==> src/logic/cst_pkg.sv <==
// Constants and types for the conversion sequencer
package cst_pkg;
  // Clock period in picoseconds (50 MHz)
  localparam int CLK_PERIOD_PS = 20000;
  // Acquisition time steps in ns
  localparam int ACQ_STEP_NS = 400;
  // Conversion time in ns
  localparam int CONV_TIME_NS = 695;
  // Settle time after an averaging change, in us
  localparam int SETTLE_TIME_US = 90;
  // Return-to-top-cell time after a sequence, in us
  localparam int RETURN_TIME_US = 80;
  // Acquisition cycles per 400 ns step, rounded up
  localparam int ACQ_STEP_CYC = (ACQ_STEP_NS * 1000 + CLK_PERIOD_PS - 1) / CLK_PERIOD_PS;
  // Conversion cycles, rounded up
  localparam int CONV_CYC = (CONV_TIME_NS * 1000 + CLK_PERIOD_PS - 1) / CLK_PERIOD_PS;
  // Return cycles, rounded up
  localparam int RETURN_CYC = (RETURN_TIME_US * 1000000 + CLK_PERIOD_PS - 1) / CLK_PERIOD_PS;
  // Counter width for timing
  localparam int TMR_W = 13;
  // Chain delay line stages; each hop forwards the start 3 cycles later
  localparam int CHAIN_DELAY_CYC = 2;
  // Maximum stacked devices
  localparam int MAX_DEVICES = 8;
  // Reset values of the control fields
  localparam logic [1:0] ACQ_SEL_RST = 2'h0;
  localparam logic [1:0] AVG_SEL_RST = 2'h0;
  localparam logic [1:0] CHSET_SEL_RST = 2'h0;
  // Channel set encodings
  localparam logic [1:0] CHSET_ALL = 2'h0;
  localparam logic [1:0] CHSET_ODD_AUX = 2'h1;
  localparam logic [1:0] CHSET_CELLS = 2'h2;
  localparam logic [1:0] CHSET_SELFTEST = 2'h3;
  // Channel indices: 0..5 cell 6 down to cell 1, 6..11 aux 1..6, 12 self-test
  localparam logic [3:0] CH_TOP_CELL = 4'h0;
  localparam logic [3:0] CH_LAST_CELL = 4'h5;
  localparam logic [3:0] CH_FIRST_AUX = 4'h6;
  localparam logic [3:0] CH_LAST_AUX = 4'hb;
  localparam logic [3:0] CH_SELFTEST = 4'hc;
  // Sequencer states
  typedef enum logic [2:0] {
    CST_IDLE = 3'b000,
    CST_ACQ = 3'b001,
    CST_CONV = 3'b010,
    CST_RETURN = 3'b011
  } cst_state_t;
endpackage

==> src/logic/cst_sequencer.sv <==
// Conversion sequencer with acquisition timing, averaging and chain forwarding
`timescale 1ns/1ps
// What this block does, and what the host must do
// RULE_01: Acquisition length from two-bit select field
// RULE_02: Shortest acquisition time after reset
// RULE_03: Repeat each channel 1/2/4/8 times, store average
// RULE_04: Averaging defaults to single conversion
// RULE_05: All repeats finish before next channel
// RULE_06: Averaged result uses ordinary result path
// RULE_07: Host waits 90 us after averaging change
// RULE_08: Second write's chip-select edge starts conversion
// RULE_09: Start forwarded upward, one delay per hop
// RULE_10: Chain serves up to eight devices
// RULE_11: Conversions equal channels times averages
// RULE_12: Sequence time follows acquisition/conversion formula
// RULE_13: Cells first, then auxiliary channels
// RULE_14: Return to top cell before next start
// RULE_15: Host spaces starts one window apart
// RULE_16: Two-bit field picks converted channel set
// RULE_17: Cells descend, auxiliaries ascend
// RULE_18: Host waits 5 us before readback
// RULE_19: Averaging code 00/01/10/11 is 1/2/4/8
// RULE_20: Average is sum shifted by log2 count
// RULE_21: End-of-conversion pulse advances the sequencer
module cst_sequencer
  import cst_pkg::*;
(
  // Clock and reset
  input wire logic clock,
  input wire logic rst,
  // Configuration write
  input wire logic cfg_write,
  input wire logic [1:0] acquisition_time_select,
  input wire logic [1:0] averaging_count_select,
  input wire logic [1:0] channel_set_select,
  // Start requests
  input wire logic convert_start_pin,
  input wire logic cs_start,
  input wire logic chain_start_in,
  // Converter sample from the analog core
  input wire logic [11:0] adc_sample,
  // Chain and status outputs
  output logic chain_start_out,
  output logic busy,
  output logic eoc_pulse,
  output logic [3:0] mux_channel,
  output logic acq_phase,
  output logic result_valid,
  output logic [3:0] result_channel,
  output logic [11:0] result_data
);

  // Control fields
  logic [1:0] acq_sel_reg;
  logic [1:0] avg_sel_reg;
  logic [1:0] chset_sel_reg;
  // Sequencer state and counters
  cst_state_t state_reg;
  logic [TMR_W-1:0] tmr_reg;
  logic [3:0] rep_reg;
  logic [14:0] sum_reg;
  logic [3:0] ch_reg;
  // Chain forwarding delay line
  logic [CHAIN_DELAY_CYC-1:0] chain_dly_reg;
  // Start detection and derived acquisition, averaging and channel signals
  logic start_req;
  logic [TMR_W-1:0] acq_cyc;
  logic [3:0] avg_count;
  logic last_rep;
  logic last_ch;
  logic [3:0] next_ch;
  logic [14:0] sum_next;
  // Helper: cycles spent in the current acquisition
  logic [TMR_W-1:0] acq_len_reg;

  // Start from pin, chip-select edge or neighbour below
  assign start_req = convert_start_pin | cs_start | chain_start_in; // RULE_08 RULE_09

  // Acquisition cycles: (code + 1) steps of 400 ns
  assign acq_cyc = TMR_W'(ACQ_STEP_CYC * (32'(acq_sel_reg) + 1)); // RULE_01

  // Repeat count from averaging code
  assign avg_count = 4'h1 << avg_sel_reg; // RULE_19
  assign last_rep = (rep_reg == avg_count - 4'h1); // RULE_05

  // Last channel of the selected set
  always_comb begin
    last_ch = 1'b0;
    next_ch = ch_reg + 4'h1;
    case (chset_sel_reg) // RULE_16
      CHSET_ALL: begin
        last_ch = (ch_reg == CH_LAST_AUX);
      end
      CHSET_ODD_AUX: begin
        last_ch = (ch_reg == CH_LAST_AUX - 4'h1);
        // Aux 1, 3, 5 only
        if (ch_reg >= CH_FIRST_AUX) begin
          next_ch = ch_reg + 4'h2;
        end
      end
      CHSET_CELLS: begin
        last_ch = (ch_reg == CH_LAST_CELL);
      end
      default: begin
        last_ch = 1'b1;
      end
    endcase
  end

  // Running sum including this sample
  assign sum_next = sum_reg + {3'h0, adc_sample}; // RULE_03

  // Configuration capture; ignored while a sequence runs
  always_ff @(posedge clock or posedge rst) begin
    if (rst) begin
      acq_sel_reg <= ACQ_SEL_RST; // RULE_02
      avg_sel_reg <= AVG_SEL_RST; // RULE_04
      chset_sel_reg <= CHSET_SEL_RST;
    end else if (cfg_write && state_reg == CST_IDLE) begin
      acq_sel_reg <= acquisition_time_select;
      avg_sel_reg <= averaging_count_select;
      chset_sel_reg <= channel_set_select;
    end
  end

  // Main sequencer
  always_ff @(posedge clock or posedge rst) begin
    if (rst) begin
      state_reg <= CST_IDLE;
      tmr_reg <= '0;
      rep_reg <= 4'h0;
      sum_reg <= 15'h0000;
      ch_reg <= CH_TOP_CELL;
    end else begin
      case (state_reg)
        // Top cell acquired and waiting for start
        CST_IDLE: begin
          if (start_req) begin // RULE_14
            state_reg <= CST_ACQ;
            tmr_reg <= '0;
            rep_reg <= 4'h0;
            sum_reg <= 15'h0000;
            ch_reg <= (chset_sel_reg == CHSET_SELFTEST) ? CH_SELFTEST : CH_TOP_CELL;
          end
        end
        // Track phase
        CST_ACQ: begin
          if (tmr_reg == acq_cyc - 1'b1) begin // RULE_01 RULE_12
            state_reg <= CST_CONV;
            tmr_reg <= '0;
          end else begin
            tmr_reg <= tmr_reg + 1'b1;
          end
        end
        // Conversion phase
        CST_CONV: begin
          if (tmr_reg == TMR_W'(CONV_CYC - 1)) begin // RULE_12
            tmr_reg <= '0;
            if (!last_rep) begin // RULE_05
              rep_reg <= rep_reg + 4'h1;
              sum_reg <= sum_next;
              state_reg <= CST_ACQ;
            end else if (!last_ch) begin // RULE_13 RULE_17
              rep_reg <= 4'h0;
              sum_reg <= 15'h0000;
              ch_reg <= next_ch;
              state_reg <= CST_ACQ;
            end else begin
              rep_reg <= 4'h0;
              sum_reg <= 15'h0000;
              ch_reg <= CH_TOP_CELL; // RULE_14
              state_reg <= CST_RETURN; // RULE_11
            end
          end else begin
            tmr_reg <= tmr_reg + 1'b1;
          end
        end
        // Handing back to the cell multiplexer
        CST_RETURN: begin
          if (tmr_reg == TMR_W'(RETURN_CYC - 1)) begin // RULE_14
            state_reg <= CST_IDLE;
            tmr_reg <= '0;
          end else begin
            tmr_reg <= tmr_reg + 1'b1;
          end
        end
        default: begin
          state_reg <= CST_IDLE;
        end
      endcase
    end
  end

  // End-of-conversion pulse and averaged result
  always_ff @(posedge clock or posedge rst) begin
    if (rst) begin
      eoc_pulse <= 1'b0;
      result_valid <= 1'b0;
      result_channel <= CH_TOP_CELL;
      result_data <= 12'h000;
    end else begin
      eoc_pulse <= (state_reg == CST_CONV) && (tmr_reg == TMR_W'(CONV_CYC - 1)); // RULE_21
      result_valid <= (state_reg == CST_CONV) && (tmr_reg == TMR_W'(CONV_CYC - 1)) && last_rep; // RULE_06
      if ((state_reg == CST_CONV) && (tmr_reg == TMR_W'(CONV_CYC - 1)) && last_rep) begin
        result_channel <= ch_reg;
        result_data <= 12'(sum_next >> avg_sel_reg); // RULE_20
      end
    end
  end

  // Chain forwarding, one delay per hop
  always_ff @(posedge clock or posedge rst) begin
    if (rst) begin
      chain_dly_reg <= '0;
      chain_start_out <= 1'b0;
    end else begin
      chain_dly_reg <= {chain_dly_reg[CHAIN_DELAY_CYC-2:0], start_req && state_reg == CST_IDLE}; // RULE_09 RULE_10
      chain_start_out <= chain_dly_reg[CHAIN_DELAY_CYC-1];
    end
  end

  // Status outputs
  always_ff @(posedge clock or posedge rst) begin
    if (rst) begin
      busy <= 1'b0;
      mux_channel <= CH_TOP_CELL;
      acq_phase <= 1'b1;
    end else begin
      busy <= (state_reg != CST_IDLE) || start_req;
      mux_channel <= ch_reg;
      acq_phase <= (state_reg != CST_CONV);
    end
  end

  // Counts acquisition cycles so their length can be checked without long repeats
  always_ff @(posedge clock or posedge rst) begin
    if (rst) begin
      acq_len_reg <= '0;
    end else if (state_reg == CST_ACQ) begin
      acq_len_reg <= acq_len_reg + 1'b1;
    end else begin
      acq_len_reg <= '0;
    end
  end

  // Assertions
  AST_ACQ_LEN: assert property (@(posedge clock) disable iff (rst) // RULE_01
    (state_reg == CST_CONV && $past(state_reg) == CST_ACQ) |->
      acq_len_reg == TMR_W'(ACQ_STEP_CYC * (32'(acq_sel_reg) + 1)))
    else $error("acquisition length wrong");
  AST_RST_ACQ: assert property (@(posedge clock) // RULE_02
    $fell(rst) |-> acq_sel_reg == 2'h0)
    else $error("acquisition select not shortest after reset");
  AST_RST_AVG: assert property (@(posedge clock) // RULE_04
    $fell(rst) |-> avg_count == 4'h1)
    else $error("averaging not single after reset");
  AST_REPEAT: assert property (@(posedge clock) disable iff (rst) // RULE_05
    (state_reg == CST_CONV && tmr_reg == TMR_W'(CONV_CYC - 1) && !last_rep) |=> $stable(ch_reg))
    else $error("channel moved before repeats done");
  AST_EOC: assert property (@(posedge clock) disable iff (rst) // RULE_21
    result_valid |-> eoc_pulse)
    else $error("result without end of conversion");
  AST_AVG: assert property (@(posedge clock) disable iff (rst) // RULE_20
    (state_reg == CST_CONV && tmr_reg == TMR_W'(CONV_CYC - 1) && last_rep) |=> result_data == 12'($past(sum_next) >> avg_sel_reg))
    else $error("average wrong");
  AST_ORDER: assert property (@(posedge clock) disable iff (rst) // RULE_17
    (state_reg == CST_ACQ && $changed(ch_reg)) |-> ch_reg > $past(ch_reg))
    else $error("channel order wrong");
  AST_TOP: assert property (@(posedge clock) disable iff (rst) // RULE_14
    state_reg == CST_RETURN |-> ch_reg == CH_TOP_CELL)
    else $error("not back at top cell");
  AST_CHAIN: assert property (@(posedge clock) disable iff (rst) // RULE_09
    (start_req && state_reg == CST_IDLE) |-> ##3 chain_start_out)
    else $error("start not forwarded");
  // Cover scenarios
  CV_AVG8: cover property (@(posedge clock) disable iff (rst) result_valid && avg_sel_reg == 2'h3);
  CV_AUX: cover property (@(posedge clock) disable iff (rst) result_valid && result_channel == CH_LAST_AUX);
  CV_ODD: cover property (@(posedge clock) disable iff (rst) result_valid && chset_sel_reg == CHSET_ODD_AUX);
  CV_DONE: cover property (@(posedge clock) disable iff (rst) state_reg == CST_RETURN ##1 state_reg == CST_RETURN);

endmodule

==> config.mk <==
export PLATFORM = sky130hd
export DESIGN_NAME = cst_sequencer
export DESIGN_NICKNAME = d
export VERILOG_FILES = /design/src/logic/cst_pkg.sv /design/src/logic/cst_sequencer.sv
export SDC_FILE = /design/constraint.sdc
export NUM_CORES = 1
export LEC_CHECK = 0
export BUFFER_PORTS_ARGS = -buffer_cell sky130_fd_sc_hd__buf_2
export CAP_MARGIN = 10
export CORE_ASPECT_RATIO = 0.7
export CORE_UTILIZATION = 63
export DETAILED_ROUTE_END_ITERATION = 7
export PLACE_DENSITY_LB_ADDON = 0.25
export SKIP_CTS_REPAIR_TIMING = 1
export SLEW_MARGIN = 20
export SYNTH_ARGS = -nofsm -noshare
export SYNTH_HDL_FRONTEND = slang
export SYNTH_SLANG_ARGS = --single-unit
==> constraint.sdc <==
create_clock -name clock -period 5.8 [get_ports clock]
set_input_delay 0.58 -clock clock [delete_from_list [all_inputs] [get_ports clock]]
set_output_delay 0.58 -clock clock [all_outputs]
set_load 0.05 [all_outputs]
Word-level counts from Yosys, hierarchy flattened
Cells that the tools add are included.

Bits in registers: 72. Output and inout bits: 25.

Add/subtract/negate cells: 8. Multiply operators: 1. Magnitude comparators: 1. Eq/ne operators: 19. Shift-type cells: 2. Muxes and demuxes: 29. Bitwise logic cells: 2. Reductions and logical operators: 14.

Operators by type and width (count): two-way mux 13 bit (4); one-hot mux 13 bit (4 select lines) (1); two-way mux 15 bit (3); two-way mux 4 bit (10); one-hot mux 15 bit (2 select lines) (1); one-hot mux 4 bit (2 select lines) (2); adder 15 x 12 -> 15 bit (1); right shift 15 x 2 -> 12 bit (1); adder 13 x 1 -> 13 bit (second input constant) (1); equality test 13 x 12 -> 1 bit (second input constant) (1); equality test 13 bit (1); equality test 13 x 6 -> 1 bit (second input constant) (1); two-way mux 3 bit (4); one-hot mux 3 bit (4 select lines) (1); != test 2 bit (second input constant) (5); subtractor 8 x 1 -> 9 bit (second input constant) (1); adder 4 x 1 -> 4 bit (second input constant) (2); equality test 4 bit (second input constant) (2); AND reduction 4 bit (2); equality test 3 x 2 -> 1 bit (second input constant) (2); multiplier 3 x 3 -> 6 bit (first input constant) (1); adder 4 x 2 -> 4 bit (second input constant) (1); equality test 2 bit (second input constant) (2); equality test 4 x 3 -> 1 bit (second input constant) (1); 20 further kinds (25).

Depth between registers and ports, before layout
Depth after elaboration: 7. Gate-level depth with buffers: 10. Mapped depth without buffers: 10.

Least setup slack after synthesis
Ideal clock, no wire load.

Path type: input-to-reg. From: input port adc_sample[0]. To: register result_data[9]. Arrival time: 2.471 ns. Slack: 3.235 ns. Stages: 10. Buffers on the path: 0. Cells stage by stage: ha_1 inv_1 fa_1 nand2b_1 a21oi_1 o41a_1 a41o_1 xor2_1 o31ai_1 a221oi_2.

Cells in the longest elaborated chain, start to end: 2.

RTL lines: start, declared (RTL line cst_sequencer.sv:41) `input wire logic [11:0] adc_sample,`; adder 15 x 12 -> 15 bit (RTL line cst_sequencer.sv:111) `assign sum_next = sum_reg + {3'h0, adc_sample};`; right shift 15 x 2 -> 12 bit (RTL line cst_sequencer.sv:206) `result_data <= 12'(sum_next >> avg_sel_reg);`; end signal, assigned (RTL line cst_sequencer.sv:206); end, declared (RTL line cst_sequencer.sv:50) `output logic [11:0] result_data`.

No other way between the ends. A chain may end at the register's enable or synchronous reset.

Final worst setup path
From: register tmr_reg[2]. To: register sum_reg[12].

Cells in the longest elaborated chain, start to end: 3.

RTL lines: start, declared (RTL line cst_sequencer.sv:59) `logic [TMR_W-1:0] tmr_reg;`; start signal, assigned (RTL line cst_sequencer.sv:152) `tmr_reg <= tmr_reg + 1'b1;`; start signal, assigned (RTL line cst_sequencer.sv:175) `tmr_reg <= tmr_reg + 1'b1;`; start signal, assigned (RTL line cst_sequencer.sv:184) `tmr_reg <= tmr_reg + 1'b1;`; equality test 13 x 6 -> 1 bit (RTL line cst_sequencer.sv:157) `if (tmr_reg == TMR_W'(CONV_CYC - 1)) begin`; != test 2 bit (no line); AND reduction 3 bit (no line); end signal, assigned (RTL line cst_sequencer.sv:161) `sum_reg <= sum_next;`; end, declared (RTL line cst_sequencer.sv:61) `logic [14:0] sum_reg;`.

No other way between the ends.

==> results.sh <==
export IMPL_synth_flop_cell="dfrtp_1"
export IMPL_pre_cts_ws_ps=2860
export IMPL_max_slew_margin_pct=41.5
export IMPL_worst_clock_skew_ps=7.54
export IMPL_fillCellCount=488
export IMPL_worst_slack_ps=3000
export IMPL_path_class="flop to flop"
export IMPL_clock_latency_ps=350
export IMPL_yosys_area_share_simple_pct=19.2
export IMPL_diodes=0
export IMPL_synth_top_family_by_area="compound AO/OA/AOI/OAI gates"
export IMPL_synth_compound_area_share_pct=21.9
export IMPL_placed_area_sq_um=4500
export IMPL_numCtsBuffers=9
export IMPL_antenna_found_initial=0
export IMPL_synth_nets=499
export IMPL_crit_path_end_kind="flop"
export IMPL_cap_violations=0
export IMPL_p_leak_nw=2.21
export IMPL_finalWirelength_microns=9670
export IMPL_overflow=0
export IMPL_syn_avg_cell_area_sq_um=9.39
export IMPL_layout_commonest_cell="dfrtp_1"
export IMPL_synth_top_cell_area_share_pct=41.1
export IMPL_final_core_util_pct=73.8
export IMPL_top_level_ports=49
export IMPL_cts_buffer_depth=2
export IMPL_clock_root_buffer="clkbuf_8"
export IMPL_power_per_cell_area_nw_per_um2=222
export IMPL_cts_tree="yes"
export IMPL_synthXorXnorAreaFrac_pct=3.49
export IMPL_slowest_stage="or4_1"
export IMPL_clk_pin_slew_worst_paths_ps=80
export IMPL_ant_nets=0
export IMPL_largest_reg_flops=15
export IMPL_post_route_period_util_pct=48.3
export IMPL_drv_slew=0
export IMPL_slowest_delay_ps=620
export IMPL_place_gp_congestion=0.863
export IMPL_setup_viol=0
export IMPL_top_usage_layer="met2"
export IMPL_synth_area_top_cells="dfrtp_1 (41%), ha_1 (5.9%), nand2_1 (5.0%)"
export IMPL_final_cells=588
export IMPL_cts_sinks=71
export IMPL_syn_inst=454
export IMPL_crit_path_start_kind="flop"
export IMPL_port_buffers=48
export IMPL_synth_area_sq_um=4260
export IMPL_arrival_ps=3070
export IMPL_rsz0062_at_grt="false"
export IMPL_rows=24
export IMPL_grt_pass1_vias=3358
export IMPL_grt_max_degree=72
export IMPL_outcome="complete, no violations"
export IMPL_timing_fmax_ghz=0.357
export IMPL_layout_common_cells="dfrtp_1 (70), nand2_1 (57), buf_2 (48), o21ai_0 (30), a21oi_1 (29)"
export IMPL_crit_chain="or4_1, nor4_1, and2b_1, nor2_2, buf_4, nor2_1, nand2_1, o21ai_0"
export IMPL_drive_gt1_share_pct=19.3
export IMPL_timing_setup_tns_ps=0
export IMPL_grt_util_met1_pct=43.1
export IMPL_synth_adder_area_share_pct=6.34
export IMPL_ys_seq_area_share_pct=41.7
export IMPL_post_drt_wl_per_cell_microns=16.4
export IMPL_use_met2_pct=44.4
export IMPL_synthMuxAreaShare_pct=2.93
export IMPL_hold_viol=0
export IMPL_vias=3618
export IMPL_period_needed_ps=2800
export IMPL_cp_max_fo=30
export IMPL_grt_pass1_wl_microns=16400
export IMPL_ir_drop_mv=0.114
export IMPL_fin_nets=537
export IMPL_required_ps=6070
export IMPL_hold_path_class="flop to flop"
export IMPL_synth_distinct_cells=69
export IMPL_final_cell_area_sq_um=4700
export IMPL_synth_seq_cells=71
export IMPL_hpwl_microns=6660
export IMPL_seqCellArea_sq_um=1780
export IMPL_grt_use_total_pct=29.5
export IMPL_drt_vias_per_instance=6.15
export IMPL_first_iter_violations=300
export IMPL_dieWidth_microns=100
export IMPL_yosysWarnings=0
export IMPL_synth_top_cell_by_area="dfrtp_1"
export IMPL_start_util_pct=67.0
export IMPL_drc=0
export IMPL_die_area_sq_um=7110
export IMPL_grt_use_met3_pct=6.82
export IMPL_worst_pin_slew_ps=878
export IMPL_die_h_microns=70.8
export IMPL_synthArstFlopShare_pct=100
export IMPL_synth_edff_count=0
export IMPL_syn_to_final_growth_pct=10.2
export IMPL_multiInputGateArea_sq_um=2300
export IMPL_dpl_cell_count=572
export IMPL_htree_levels=3
export IMPL_core_sq_um=6370
export IMPL_dr_pass1_iters=5
==> layout make-up <==
cell class                 instances  area share (%)
clock buffer                       9            2.64
clock inverter                     7            1.54
inverter                          16            1.28
multi-input combinational        344            48.9
sequential                        71            37.8
tap                               91            2.42
timing repair buffer              50            5.43
==> power breakdown <==
part | total [W] | leakage, nW | switching (W) | internal, W
clock | 0.000398 | 0.0956 | 0.000199 | 0.000199
combinational | 0.000138 | 1.27 | 0.0000870 | 0.0000508
sequential | 0.000507 | 0.846 | 0.00000513 | 0.000501
total | 0.00104 | 2.21 | 0.000292 | 0.000751
==> routing by layer <==
metal	vias to the layer above	share of wire, %
met5	-	0
met4	0	1.1
met3	14	8.2
met2	160	44
met1	1713	47
li1	1731	-
==> synthesized netlist by cell type, types with 3 or more instances <==
master     n
a21o_1    11
mux2i_1    8
nor4_1     4
xor2_1     7
ha_1      20
buf_6      4
nor2_1    25
nor3_1     3
or3_1      3
a31oi_1   10
o31ai_1   12
o21a_1     4
nor2_2     3
dfrtp_1   70
nand3_1   17
or2_2      4
a211oi_1   4
nor3b_1    3
nand3b_1   3
clkbuf_1   9
a21oi_1   29
a22o_1     6
buf_2      6
nor2b_1    3
nand2b_1   6
o21ai_0   30
and3_1     5
nand4_1    4
nand2_1   57
inv_1     14
and2_1     5
o211ai_1  10
xnor2_1   10
==> worst paths after layout <==
path / startpoint / endpoint / slack, ps / depth (start not counted)
max: tmr_reg[2]$_DFFE_PP0P_ / sum_reg[12]$_DFFE_PP0P_ / 3000 / 8
min: chain_dly_reg[0]$_DFF_PP0_ / chain_dly_reg[1]$_DFF_PP0_ / 350 / 0
max reg2reg: tmr_reg[2]$_DFFE_PP0P_ / sum_reg[12]$_DFFE_PP0P_ / 3000 / 8
min reg2reg: chain_dly_reg[0]$_DFF_PP0_ / chain_dly_reg[1]$_DFF_PP0_ / 350 / 0
max in group asynchronous: rst / tmr_reg[10]$_DFFE_PP0P_ / 4750 / 3
min in group asynchronous: rst / ch_reg[3]$_DFFE_PP0P_ / 480 / 3
==> worst max-delay path, delay by kind of cell (launching register included) <==
family | cells | cell delay (ps)
flip-flops | 1 | 490
buffers and inverters | 1 | 240
AO/OA/AOI/OAI | 1 | 180
AND/OR/NAND/NOR | 6 | 1790
==> cells by family after synthesis <==
group	count (synthesis)
fa+ha+maj	21
simple gates	159
xor+xnor	17
flops	71
compound gates	136
mux	11
buf+inv	39
==> stage by stage <==
| step | hold WS [ps] | total power, W |
|---|---|---|
| after floorplan | 331 | 0.000614 |
| after global placement | 333 | 0.000647 |
| after detailed placement | 335 | 0.000651 |
| after CTS | 351 | 0.00105 |
| after global routing | 361 | 0.00108 |
| final | 347 | 0.00104 |
No activity file was read; power rests on OpenSTA's default activity.
